## src/cmei_pkg.sv

```systemverilog
// package of register map and field constants for the comparator edge and input control block
package cmei_pkg;
    // register offsets
    localparam logic [3:0] ADDR_CTRL   = 4'h0;
    localparam logic [3:0] ADDR_MIRROR = 4'h1;
    localparam logic [3:0] ADDR_STATUS = 4'h2;
    localparam logic [3:0] ADDR_MASK   = 4'h3;
    // control field positions
    localparam int BIT_RISE_EN = 7;
    localparam int BIT_FALL_EN = 6;
    localparam int BIT_PSEL_HI = 5;
    localparam int BIT_PSEL_LO = 4;
    localparam int BIT_MSEL    = 0;
    // writable bits of the control register; bits 3-1 read as zero
    localparam logic [7:0] CTRL_WMASK = 8'hf1;
    localparam logic [7:0] CTRL_RESET = 8'h00;
    localparam logic [7:0] MASK_RESET = 8'h00;
    // plus input routing codes
    localparam logic [1:0] PSEL_PIN = 2'h0;
    localparam logic [1:0] PSEL_DAC = 2'h1;
    localparam logic [1:0] PSEL_FIX = 2'h2;
    // status bit positions
    localparam int STS_IRQ_FLAG = 0;
endpackage

```

## src/cmei_top.sv

```systemverilog
// comparator edge interrupt and input select logic with register port
//
// The strobed register port and the register addresses were chosen for this implementation.
`timescale 1ns/1ps
module cmei_top (
    // clock and reset
    input  wire logic       clk,
    input  wire logic       reset_n,
    // register port
    input  wire logic [3:0] addr,
    input  wire logic [7:0] wdata,
    input  wire logic       wr_en,
    input  wire logic       rd_en,
    output logic      [7:0] rdata,
    // comparator result from the analog side, asynchronous
    input  wire logic       comparator_result_bit,
    // analog mux steering
    output logic      [2:0] plus_sel_onehot,
    output logic            minus_sel_one,
    // interrupt
    output logic            comparator_irq_flag,
    output logic            irq
);
    logic [7:0] ctrl_r;
    logic [7:0] mask_r;
    logic       flag_r;
    logic       sync1_r;
    logic       sync2_r;
    logic       prev_r;
    logic       rise_evt;
    logic       fall_evt;
    logic       edge_evt;
    logic       flag_clr;
    logic [2:0] hist_fill_r;
    logic       hist_ok;

    // register write hit; the same decode serves every writable place
    function automatic logic wr_hit(
        input logic       we,
        input logic [3:0] a,
        input logic [3:0] place
    );
        return we && (a == place);
    endfunction

    // control register write; reserved bits never store
    always_ff @(posedge clk or negedge reset_n)
    begin
        if (!reset_n)
            ctrl_r <= cmei_pkg::CTRL_RESET;
        else if (wr_hit(wr_en, addr, cmei_pkg::ADDR_CTRL))
            ctrl_r <= wdata & cmei_pkg::CTRL_WMASK;
    end

    // mask register write
    always_ff @(posedge clk or negedge reset_n)
    begin
        if (!reset_n)
            mask_r <= cmei_pkg::MASK_RESET;
        else if (wr_hit(wr_en, addr, cmei_pkg::ADDR_MASK))
            mask_r <= wdata;
    end

    // two-flop synchroniser, then one more stage for edge history
    always_ff @(posedge clk or negedge reset_n)
    begin
        if (!reset_n)
        begin
            sync1_r <= 1'b0;
            sync2_r <= 1'b0;
            prev_r  <= 1'b0;
        end
        else
        begin
            sync1_r <= comparator_result_bit;
            sync2_r <= sync1_r;
            prev_r  <= sync2_r;
        end
    end

    // history fill tracker; prev_r holds a real sample only after three edges,
    // so a result already high at release is not mistaken for a fresh edge
    always_ff @(posedge clk or negedge reset_n)
    begin
        if (!reset_n)
            hist_fill_r <= 3'h0;
        else
            hist_fill_r <= {hist_fill_r[1:0], 1'b1};
    end

    // edge qualification by the enable bits; no edge counts until the history is real
    assign hist_ok  = hist_fill_r[2];
    assign rise_evt = sync2_r & ~prev_r & hist_ok
                      & ctrl_r[cmei_pkg::BIT_RISE_EN];
    assign fall_evt = ~sync2_r & prev_r & hist_ok
                      & ctrl_r[cmei_pkg::BIT_FALL_EN];
    assign edge_evt = rise_evt | fall_evt;
    assign flag_clr = wr_hit(wr_en, addr, cmei_pkg::ADDR_STATUS)
                      && wdata[cmei_pkg::STS_IRQ_FLAG];

    // sticky flag; a new edge wins over a same-cycle clear so no event is lost
    always_ff @(posedge clk or negedge reset_n)
    begin
        if (!reset_n)
            flag_r <= 1'b0;
        else if (edge_evt)
            flag_r <= 1'b1;
        else if (flag_clr)
            flag_r <= 1'b0;
    end

    // read data, registered one cycle after the strobe
    always_ff @(posedge clk or negedge reset_n)
    begin
        if (!reset_n)
            rdata <= 8'h00;
        else if (rd_en)
        begin
            case (addr)
                cmei_pkg::ADDR_CTRL:   rdata <= ctrl_r;
                cmei_pkg::ADDR_MIRROR: rdata <= {7'h00, sync2_r};
                cmei_pkg::ADDR_STATUS: rdata <= {7'h00, flag_r};
                cmei_pkg::ADDR_MASK:   rdata <= mask_r;
                default:               rdata <= 8'h00;
            endcase
        end
        else
            rdata <= 8'h00;
    end

    // plus input routing; code 11 selects nothing to avoid shorting sources
    always_comb
    begin
        case (ctrl_r[cmei_pkg::BIT_PSEL_HI:cmei_pkg::BIT_PSEL_LO])
            cmei_pkg::PSEL_PIN: plus_sel_onehot = 3'h1;
            cmei_pkg::PSEL_DAC: plus_sel_onehot = 3'h2;
            cmei_pkg::PSEL_FIX: plus_sel_onehot = 3'h4;
            default:            plus_sel_onehot = 3'h0;
        endcase
    end

    // minus routing and interrupt outputs
    assign minus_sel_one       = ctrl_r[cmei_pkg::BIT_MSEL];
    assign comparator_irq_flag = flag_r;
    assign irq                 = flag_r & mask_r[cmei_pkg::STS_IRQ_FLAG];

    // assertions
    property p_no_rise_when_off;
        @(posedge clk) disable iff (!reset_n)
        (sync2_r && !prev_r && !ctrl_r[7] && !flag_r && !(fall_evt)) |=> !flag_r;
    endproperty
    a_no_rise_when_off: assert property (p_no_rise_when_off) else $error("rise flagged while off");

    property p_fall_sets;
        @(posedge clk) disable iff (!reset_n)
        (!sync2_r && prev_r && ctrl_r[6]) |=> flag_r;
    endproperty
    a_fall_sets: assert property (p_fall_sets) else $error("falling edge not flagged");

    property p_no_fall_when_off;
        @(posedge clk) disable iff (!reset_n)
        (!sync2_r && prev_r && !ctrl_r[6] && !flag_r) |=> !flag_r;
    endproperty
    a_no_fall_when_off: assert property (p_no_fall_when_off) else $error("fall flagged while off");

    property p_plus_route;
        @(posedge clk) disable iff (!reset_n)
        $onehot0(plus_sel_onehot)
            && (plus_sel_onehot[0] == (ctrl_r[5:4] == cmei_pkg::PSEL_PIN))
            && (plus_sel_onehot[1] == (ctrl_r[5:4] == cmei_pkg::PSEL_DAC))
            && (plus_sel_onehot[2] == (ctrl_r[5:4] == cmei_pkg::PSEL_FIX));
    endproperty
    a_plus_route: assert property (p_plus_route) else $error("plus route wrong");

    property p_minus_route;
        @(posedge clk) disable iff (!reset_n)
        (wr_en && addr == 4'h0) |=> (minus_sel_one == $past(wdata[0]));
    endproperty
    a_minus_route: assert property (p_minus_route) else $error("minus route wrong");

    property p_mirror;
        @(posedge clk) disable iff (!reset_n)
        (rd_en && addr == 4'h1) |=> (rdata == {7'h00, $past(sync2_r)});
    endproperty
    a_mirror: assert property (p_mirror) else $error("mirror read wrong");

    property p_rise_sets;
        @(posedge clk) disable iff (!reset_n)
        (sync2_r && !prev_r && hist_ok && ctrl_r[cmei_pkg::BIT_RISE_EN]) |=> flag_r;
    endproperty
    a_rise_sets: assert property (p_rise_sets) else $error("rising edge not flagged");

    property p_input_to_flag;
        @(posedge clk) disable iff (!reset_n)
        ($rose(sync1_r) && prev_r == 1'b0 && sync2_r == 1'b0 && ctrl_r[7]
            && hist_ok && !(wr_en && addr == cmei_pkg::ADDR_CTRL)) |-> ##2 flag_r;
    endproperty
    a_input_to_flag: assert property (p_input_to_flag) else $error("flag latency wrong");

    property p_irq_level;
        @(posedge clk) disable iff (!reset_n)
        irq == (flag_r && mask_r[cmei_pkg::STS_IRQ_FLAG]);
    endproperty
    a_irq_level: assert property (p_irq_level) else $error("irq does not follow flag and mask");

    property p_clear_works;
        @(posedge clk) disable iff (!reset_n)
        (flag_clr && !edge_evt) |=> !flag_r;
    endproperty
    a_clear_works: assert property (p_clear_works) else $error("flag not cleared");

    property p_edge_beats_clear;
        @(posedge clk) disable iff (!reset_n)
        (flag_clr && edge_evt) |=> flag_r;
    endproperty
    a_edge_beats_clear: assert property (p_edge_beats_clear)
        else $error("edge lost to a same-cycle clear");

    property p_quiet_after_reset;
        @(posedge clk) disable iff (!reset_n)
        (!hist_ok && !flag_r) |=> !flag_r;
    endproperty
    a_quiet_after_reset: assert property (p_quiet_after_reset)
        else $error("edge flagged before history filled");

    property p_rdata_idle;
        @(posedge clk) disable iff (!reset_n)
        !rd_en |=> (rdata == 8'h00);
    endproperty
    a_rdata_idle: assert property (p_rdata_idle) else $error("read data not idle");

    property p_reserved_zero;
        @(posedge clk) disable iff (!reset_n)
        (ctrl_r & ~cmei_pkg::CTRL_WMASK) == 8'h00;
    endproperty
    a_reserved_zero: assert property (p_reserved_zero) else $error("reserved bits set");

    c_rise: cover property (@(posedge clk) disable iff (!reset_n) rise_evt);
    c_fall: cover property (@(posedge clk) disable iff (!reset_n) fall_evt);
    c_clear: cover property (@(posedge clk) disable iff (!reset_n) flag_r && flag_clr ##1 !flag_r);
    c_irq: cover property (@(posedge clk) disable iff (!reset_n) $rose(irq));
    c_collide: cover property (@(posedge clk) disable iff (!reset_n) edge_evt && flag_clr);
endmodule

```

## config.mk

```make
export PLATFORM = sky130hd
export DESIGN_NAME = cmei_top
export DESIGN_NICKNAME = d
export VERILOG_FILES = /design/src/cmei_pkg.sv /design/src/cmei_top.sv
export SDC_FILE = /design/constraint.sdc
export NUM_CORES = 1
export LEC_CHECK = 0
export BUFFER_PORTS_ARGS = -buffer_cell sky130_fd_sc_hd__buf_2
export CAP_MARGIN = 20
export CORE_MARGIN = 2
export CORE_UTILIZATION = 45
export CTS_CLUSTER_SIZE = 8
export DETAILED_ROUTE_END_ITERATION = 10
export GPL_TIMING_DRIVEN = 1
export PLACE_DENSITY = 0.72
export SYNTH_ARGS = -nofsm -noshare
export SYNTH_HDL_FRONTEND = slang
export SYNTH_SLANG_ARGS = --single-unit
```

## constraint.sdc

```tcl
create_clock -name clk -period 1 [get_ports clk]
set_clock_uncertainty 0.1 [all_clocks]
set_input_delay 0.2 -clock clk [delete_from_list [all_inputs] [get_ports clk]]
set_output_delay 0.2 -clock clk [all_outputs]
set_load 0.02 [all_outputs]
```

# Word-level counts from Yosys, hierarchy flattened
# Index checks and enable logic that the tools add are counted.
# word_totals
output_inout_bits,14
in_bits,17
register_bits,28
elab_cells,35
# classes
bitwise,10
muxes,5
reduce_logical,7
n_eq_ne,5
# ops
cell,count
$pmux 8 s4,1
$pmux 3 s3,1
$eq 4x2->1 const B,2
$mux 8,1
$and 1x1->1,7
$eq 4x1->1 const B,1
$logic_and 1x1->1,4
$logic_not 4->1,1
$eq 2x1->1 const B,1
$eq 2x2->1 const B,1
$logic_not 2->1,1
$mux 1,2
$not 1->1,2
$reduce_bool 2->1,1
$or 1x1->1,1

# Logic depth before layout (Yosys ltp)
# Gate-level depths: netlist of run 1.
# logic_depth
depth_word,6
mapped_depth,4
ltp_nobuf,3

# Worst setup path after synthesis of run 1
# Ideal clock, no wire load.
# synth_timing
kind,input to register
start,input port addr[0]
end,register ctrl_r[0]
required_ns,0.775
path_buffers,0
setup_slack_ns,-0.244
setup_time_ns,0.125
t_arrival_ns,1.019
path_stages,3
cell_sequence,nor4b_2 and2b_2 mux2_2
# synth_between
elab_chain_len,2
# synth_rtl
item,line_no,text
from (decl),cmei_top.sv:10,"input wire logic [3:0] addr,"
$logic_not 4->1,cmei_top.sv:43,return we && (a == place);
$logic_and 1x1->1,cmei_top.sv:43,
to (signal assigned),cmei_top.sv:50,ctrl_r <= cmei_pkg::CTRL_RESET;
to (signal assigned),cmei_top.sv:52,ctrl_r <= wdata & cmei_pkg::CTRL_WMASK;
to (decl),cmei_top.sv:24,logic [7:0] ctrl_r;
# Every way passes these cells.
# A chain may end at the register's enable or synchronous reset.

# Final worst setup path of run 1
# layout_timing
start,register ctrl_r[5]
end,output port plus_sel_onehot[2]
# layout_between
elab_chain_len,2
word_cells_on_any_way,4
# layout_rtl
item,line_no,text
"$eq 2x2->1, or another cell as far along",cmei_top.sv:134,case (ctrl_r[cmei_pkg::BIT_PSEL_HI:cmei_pkg::BIT_PSEL_LO])
$pmux 3 s3 (*),cmei_top.sv:134,
to (decl),cmei_top.sv:18,"output logic [2:0] plus_sel_onehot,"
# Every way passes the cells marked *; elsewhere a longest branch is shown, timed or not.

==> results of run 1 <==
[cell usage after synthesis, types with 2 or more instances]
library cell and instances:
nand3b_1 2, mux2_2 13, and2_1 5, nand3_1 2
nor2b_1 3, dfrtp_1 28, nor2_1 7, a22oi_1 4
[worst max-delay path by stage]
stage / from / cells after the start / end / slack, ps
floorplan: addr[0] / 3 / ctrl_r[0] / -230
detailed placement: addr[0] / 4 / ctrl_r[7] / -460
finish: ctrl_r[5] / 2 / plus_sel_onehot[2] / -360
global route: ctrl_r[5] / 2 / plus_sel_onehot[2] / -410
global placement: addr[0] / 4 / ctrl_r[6] / -400
CTS: ctrl_r[5] / 2 / plus_sel_onehot[0] / -360
[cells by family after synthesis]
group	Yosys count	share of synthesized area
buffers and inverters	2	0.01377
multiplexers	13	0.1343
other	1	0.003441
AO/OA/AOI/OAI	7	0.05052
AND/OR/NAND/NOR	26	0.1550
flip-flops	28	0.6429
[through the flow]
stage	power (mW)	setup TNS (ps)	instances	instance area (um^2)	hold WS [ps]
floorplan	1.735	-2403	77	1142	-195.6
global placement	1.946	-6710	141	1384	53.95
detailed placement	1.965	-7034	141	1384	57.55
CTS	2.732	-3965	156	1660	5.886
global route	2.950	-5091	164	1755	4.829
finish	2.823	-4267	164	1755	20.64
[critical path, cell delays in order, from the launching register on]
cell     delay (ps)
dfrtp_2         470
nor2b_4         140
buf_6           120
[metal layers]
metal  vias up  share of wire  track usage
li1        384              -            -
met1       403           0.43       0.2189
met2        19           0.52       0.3189
met3         5          0.037      0.04520
met4         0          0.017      0.08547
met5         -              0            0
[cell usage in the layout (no fill, tap or decap)]
master,n
dfrtp_1,25
buf_6,21
buf_2,13
buf_4,13
mux2_4,12
dlygate4sd3_1,7
nor2_1,5
and2_1,3
clkbuf_4,3
dfrtp_2,3
nor2b_4,2
and2_4,2
a22oi_1,2
a22oi_2,2
nor2_2,2
nand3_1,2
nand3b_1,2
buf_8,2
or3b_1,1
nor2b_2,1
nand2b_1,1
and2b_1,1
a211oi_2,1
a311oi_1,1
nand3_4,1
nand2_1,1
nor4b_4,1
a22o_1,1
and2b_2,1
mux2_2,1
clkbuf_1,1
conb_1,1
buf_12,1
[final cells by class]
type                            instances  area share
Multi-Input combinational cell         47      0.2680
Tap cell                               28     0.01996
Clock buffer                            4     0.01497
Sequential cell                        28      0.4013
Timing Repair Buffer                   57      0.2958
[power groups by stage]
stage	Combinational, mW	Sequential, mW	Clock (mW)
floorplan	0.316	1.42	0
global placement	0.532	1.41	0
detailed placement	0.546	1.42	0
CTS	0.840	1.41	0.485
global route	0.983	1.42	0.543
finish	0.934	1.41	0.480
[registers in the layout (all words and copies together) (netlist names)]
| name | flops |
|---|---|
| comparator_irq_flag | 1 |
| ctrl_r | 5 |
| hist_fill_r | 3 |
| mask_r | 8 |
| prev_r | 1 |
| rdata | 8 |
| sync1_r | 1 |
| sync2_r | 1 |
[what timing repair did]
action	CTS	global route
resized for setup	49	7
pin swaps	4	3
endpoints found under the hold margin	30	6
setup buffers	8	4
hold buffers	3	4
endpoints found under the setup margin	20	30
cloned	0	0
==> metrics.csv, run 1 <==
metric,value,unit
Routability Congestion,0.8330,
RSZ-0062 raised after global routing,true,
Multi-input gate area,470.5,um^2
leakage,0.8632,nW
Wirelength per Cell,14.77,um
"Endpoint, Worst Hold",mask_r[4],
gr ovfl total,0,
register area,704.4,um^2
"FF+latch count, synth",28,
Post-Syn Nets,94,
Clk pwr share,0.170,
Post-Route WL,2.422,mm
CP Class,register to primary output,
worst skew pair latency,330,ps
largest net degree at the start of global routing,29,
Critical Path RT,700,ps
outcome,finished with violations,
DIE HEIGHT,53.21,um
Global Route Usage Sum,0.1867,
H-tree lvl count,1,
worst slack at placement,-455.5,ps
CTS tree,yes,
max-cap violations,0,
Die X,53.21,um
final-stage net count,154,
reg-to-reg endpoint,ctrl_r[4],
layout cells sized above 1,0.6029,
Gate power share,0.331,
final setup fails,24,
Final Max Tran Viols,0,
Worst-path clk slew,130,ps
Min-Delay Path Depth,2,
antenna violations before repair,0,
unique cell type count in the Yosys netlist,21,
sequential power share,0.499,
DP Wirelength,1.550,mm
DRT Pass-1 Iters,4,
Peak supply drop,1315,uV
power per cell area,1608,nW/um^2
Clock Tree Root,clkbuf_4,
R2R depth,4,
crit path capture type,primary output,
switch share,0.2744,
Max Clk Rate,0.7349,GHz
# DRC,0,
crit path max fanout,4,
launching point of the worst reg2reg path,ctrl_r[4],
most used flip-flop cell after synthesis,dfrtp_1,
PortBufs,30,
Worst Min Path Start,wdata[4],
first-pass GRT wire length,3.643,mm
internal power,2.049,mW
Hold/Removal Path Class,primary input to register,
Critical Path Start Type,register,
syn avg cell area,14.15,um^2
antenna fix cells,0,
post-synth top area cell,dfrtp_1,
Fin. Hold Viols,0,
FP Rows,17,
Final Util,0.7786,
post-synthesis sequential area ratio,0.6429,
CTS Sinks,28,
die area,2831,um^2
Ys Warns,0,
number of synthesized flops with an enable pin,0,
antenna-violating nets left,0,
fill count,135,
vias in the first global route,824,
Syn Inst Count,77,
DR vias/cell,4.945,
Initial Utilization,0.4834,
Tcrit/Tclk final,1.361,
Synth top area share,0.6429,
Max Root-Sink Buffers,2,
vias,811,
core area,2255,um^2
"top cells by area, synth","dfrtp_1 (64%), mux2_2 (13%), and2_1 (2.9%), a22oi_1 (2.8%), nor2_1 (2.4%)",
"reg-to-reg slack, setup",-290,ps
num ports,31,
crit path time final,1361,ps
NetSw,0.7748,mW
setup ws final,-360.7,ps
CP arrival,1060,ps
Netlist Area Pre-Place,1090,um^2
DR iter-0 viols,9,
Post-synth ARST share,1.000,
failing checks,setup timing,
synth-to-layout area growth,61.08,%
total CTS buffers,3,
(Power assumes the default switching activity.)
==> inputs of run 2 (changes only) <==
--- a/config.mk
+++ b/config.mk
@@ -7,8 +7,10 @@
 export LEC_CHECK = 0
 export BUFFER_PORTS_ARGS = -buffer_cell sky130_fd_sc_hd__buf_2
 export CAP_MARGIN = 20
+export CELL_PAD_IN_SITES_DETAIL_PLACEMENT = 2
+export CELL_PAD_IN_SITES_GLOBAL_PLACEMENT = 2
 export CORE_MARGIN = 2
-export CORE_UTILIZATION = 45
+export CORE_UTILIZATION = 30
 export CTS_CLUSTER_SIZE = 8
 export DETAILED_ROUTE_END_ITERATION = 10
 export GPL_TIMING_DRIVEN = 1
==> metrics.csv, run 2 (synthesized netlist as in run 1, its figures left out) <==
metric,value,unit
"most common cell after layout, fill and taps aside",dfrtp_1,
Worst Min Path Start,wdata[5],
antenna fix cells,0,
Hold WS,23.01,ps
Critical Path RT,700,ps
crit path max fanout,5,
worst skew pair latency,320,ps
failing checks,setup timing,
Largest regs,"mask_r: 8 flops, rdata: 8 flops, ctrl_r: 5 flops",
NetSw,0.7644,mW
Post-Route WL,2.886,mm
num ports,31,
# DRC,0,
final-stage net count,153,
switch share,0.2732,
Die X,64.27,um
final instance area,1770,um^2
final setup fails,23,
Tcrit/Tclk final,1.363,
Final Util,0.5183,
Hold/Removal Path Class,primary input to register,
FP Rows,21,
Slowest Stage Delay on Critical Path,470,ps
Final Max Tran Viols,0,
DP Wirelength,1.919,mm
CP arrival,1060,ps
Fin. Hold Viols,0,
Top delay family on crit path,flip-flops,
crit path time final,1363,ps
die area,4131,um^2
RSZ-0062 raised after global routing,true,
total power draw,2.798,mW
worst slack at placement,-439.5,ps
vias in the first global route,934,
dpl cell area,1414,um^2
Clk pwr share,0.163,
PortBufs,30,
Initial Utilization,0.3190,
WP buf/inv,1,
Clock Tree Root,clkbuf_4,
Setup crit start,ctrl_r[4],
Wirelength per Cell,15.94,um
setup ws final,-363.3,ps
core area,3416,um^2
DR iter-0 viols,9,
synth-to-layout area growth,62.46,%
outcome,finished with violations,
antenna-violating nets left,0,
Setup TNS Final,-3943,ps
layout cells sized above 1,0.5852,
Worst-path clk slew,130,ps
Routability Congestion,0.7493,
DIE HEIGHT,64.27,um
DR vias/cell,4.525,
CP Class,register to primary output,
Max Clk Rate,0.7335,GHz
Max Root-Sink Buffers,2,
internal power,2.034,mW
number of cells after detailed placement,160,
crit path capture type,primary output,
Peak supply drop,928.7,uV
Global Route Usage Sum,0.1555,
max-cap violations,0,
sequential power share,0.508,
antenna violations before repair,0,
CTS Sinks,28,
most frequent cells in the layout,"dfrtp_1 (25), buf_6 (21), buf_4 (13)",
largest net degree at the start of global routing,29,
power per cell area,1580,nW/um^2
DRT Pass-1 Iters,3,
launching point of the worst reg2reg path,comparator_irq_flag,
gr ovfl total,0,
fill count,332,
first-pass GRT wire length,4.754,mm
vias,819,
H-tree lvl count,1,
Critical Path Start Type,register,
total CTS buffers,3,
leakage,0.8562,nW
Critical-path top delay cell,dfrtp_2,
Finished Layout Cells,181,
Gate power share,0.329,
CTS tree,yes,
crit-path cells,nor2b_4 > buf_6,
-- run 2: metal layers --
layer / routed length [um] / global-route usage / vias up
met4: 19 / 0.03989 / 0
met3: 87 / 0.04225 / 3
li1: - / - / 380
met1: 1123 / 0.1697 / 418
met5: 0 / 0 / -
met2: 1656 / 0.2943 / 18
-- run 2: path summary, 6_finish.rpt --
check	end	slack (ps)	cells past startpoint
max	plus_sel_onehot[1]	-360	2
min	ctrl_r[5]	20	2
max reg2reg	rdata[0]	-180	4
min reg2reg	hist_fill_r[2]	270	0
max in group asynchronous	comparator_irq_flag	400	3
min in group asynchronous	rdata[2]	240	3
-- run 2: final cells by class --
class / count / area, um^2 / share of cell area
Sequential cell: 28 / 704.4 / 0.3979
Timing Repair Buffer: 56 / 514.2 / 0.2905
Tap cell: 46 / 57.56 / 0.03251
Clock buffer: 4 / 26.28 / 0.01484
Multi-Input combinational cell: 47 / 467.9 / 0.2643
-- run 2: what timing repair did --
action	in CTS	in global routing
pin swaps	6	4
resized for setup	45	9
hold buffers	5	2
setup buffers	6	6
hold endpoints to repair	32	2
endpoints found under the setup margin	21	29
-- run 2: power groups by stage --
stage | sequential [mW] | combinational (mW) | clock, mW
after detailed placement | 1.42 | 0.573 | 0
after floorplan | 1.42 | 0.316 | 0
final | 1.42 | 0.921 | 0.457
after CTS | 1.41 | 0.819 | 0.498
after global placement | 1.41 | 0.554 | 0
after global routing | 1.45 | 0.981 | 0.525
==> inputs of run 3 (changes only) <==
--- a/config.mk
+++ b/config.mk
@@ -14,7 +14,8 @@
 export CTS_CLUSTER_SIZE = 8
 export DETAILED_ROUTE_END_ITERATION = 10
 export GPL_TIMING_DRIVEN = 1
-export PLACE_DENSITY = 0.72
+export PLACE_DENSITY_LB_ADDON = 0.1
+export SLEW_MARGIN = 20
 export SYNTH_ARGS = -nofsm -noshare
 export SYNTH_HDL_FRONTEND = slang
 export SYNTH_SLANG_ARGS = --single-unit
==> metrics.csv, run 3 (synthesized netlist as in run 1, its figures left out) <==
metric,value,unit
Hold/Removal Path Class,primary input to register,
crit path max fanout,3,
crit path capture type,primary output,
DIE HEIGHT,64.27,um
Final Max Tran Viols,0,
CP Class,register to primary output,
crit path time final,1368,ps
antenna fix cells,0,
Max Root-Sink Buffers,2,
Fin. Hold Viols,0,
layout cells sized above 1,0.6103,
failing checks,setup timing,
vias in the first global route,930,
"most common cell after layout, fill and taps aside",dfrtp_1,
worst skew pair latency,330,ps
Routability Congestion,0.7803,
Initial Utilization,0.3190,
H-tree lvl count,1,
total power draw,2.905,mW
DP Wirelength,1.816,mm
die area,4131,um^2
DR iter-0 viols,11,
core area,3416,um^2
setup ws final,-368.2,ps
DRT Pass-1 Iters,4,
largest net degree at the start of global routing,29,
# DRC,0,
Critical Path RT,700,ps
PortBufs,30,
Largest regs,"mask_r: 8 flops, rdata: 8 flops, ctrl_r: 5 flops",
DR vias/cell,4.566,
antenna violations before repair,0,
FP Rows,21,
final setup fails,25,
first-pass GRT wire length,4.719,mm
power per cell area,1603,nW/um^2
Tcrit/Tclk final,1.368,
Global Route Usage Sum,0.1507,
max-cap violations,0,
worst slack at placement,-482.0,ps
Worst-path clk slew,140,ps
CP arrival,1070,ps
outcome,finished with violations,
gr ovfl total,0,
antenna-violating nets left,0,
Wirelength per Cell,15.98,um
num ports,31,
CTS tree,yes,
leakage,0.8709,nW
Post-Route WL,2.909,mm
synth-to-layout area growth,66.25,%
Max Clk Rate,0.7309,GHz
most frequent cells in the layout,"dfrtp_1 (25), buf_6 (22), buf_2 (14)",
final-stage net count,154,
Peak supply drop,694.6,uV
total CTS buffers,3,
vias,831,
Die X,64.27,um
Critical Path Start Type,register,
Clock Tree Root,clkbuf_4,
RSZ-0062 raised after global routing,true,
CTS Sinks,28,
## run 3: where the power goes
| group | internal, mW | leakage, nW | switching, mW | total [mW] |
|---|---|---|---|---|
| clock | 0.223 | 0.0210 | 0.324 | 0.547 |
| combinational | 0.599 | 0.503 | 0.339 | 0.937 |
| sequential | 1.29 | 0.347 | 0.131 | 1.42 |
| total | 2.11 | 0.871 | 0.795 | 2.91 |
## run 3: layout make-up
class,count,area [um^2]
Sequential cell,28,704.4
Timing Repair Buffer,57,518.0
Clock buffer,4,36.28
Fill cell,323,1604
Tap cell,46,57.56
Multi-Input combinational cell,47,495.5
## run 3: critical path: stages (launching register included)
cell,delay [ps]
dfrtp_2,460
and2_4,160
buf_6,120
## run 3: worst paths after layout
kind / cells past startpoint / from / slack, ps / endpoint
setup reg to reg: 4 / ctrl_r[4] / -290 / ctrl_r[4]
min in group asynchronous: 3 / reset_n / 230 / mask_r[0]
setup / recovery: 2 / comparator_irq_flag / -370 / irq
max in group asynchronous: 3 / reset_n / 400 / ctrl_r[4]
hold / removal: 2 / wdata[0] / 30 / mask_r[0]
hold reg to reg: 0 / hist_fill_r[1] / 270 / hist_fill_r[2]
## run 3: repair_timing
item                                    4_1_cts  5_1_grt
setup buffers                                 5        4
hold endpoints to repair                     39        0
pin swaps                                     7        6
hold buffers                                  9        0
resized for setup                            49       10
endpoints found under the setup margin       21       35
## run 3: stage by stage
step                instance area [um^2]  cells    util  TNS [ps]  hold WS, ps
finish                              1812    182  0.5304     -4506        32.89
global route                        1812    182  0.5304     -5685        2.408
CTS                                 1747    179  0.5114     -4269        16.16
detailed placement                  1421    161  0.4161     -7636        61.32
global placement                    1421    161  0.4161     -7131        58.06
floorplan                           1142     77       -     -2403       -195.6
## run 3: per-layer routing
metal / share of wire / track usage / routed length, um / up-vias
met1: 0.43 / 0.1944 / 1256 / 428
li1: - / - / - / 380
met3: 0.034 / 0.03697 / 99 / 4
met5: 0 / 0 / 0 / -
met2: 0.53 / 0.2526 / 1529 / 19
met4: 0.0079 / 0.03989 / 23 / 0
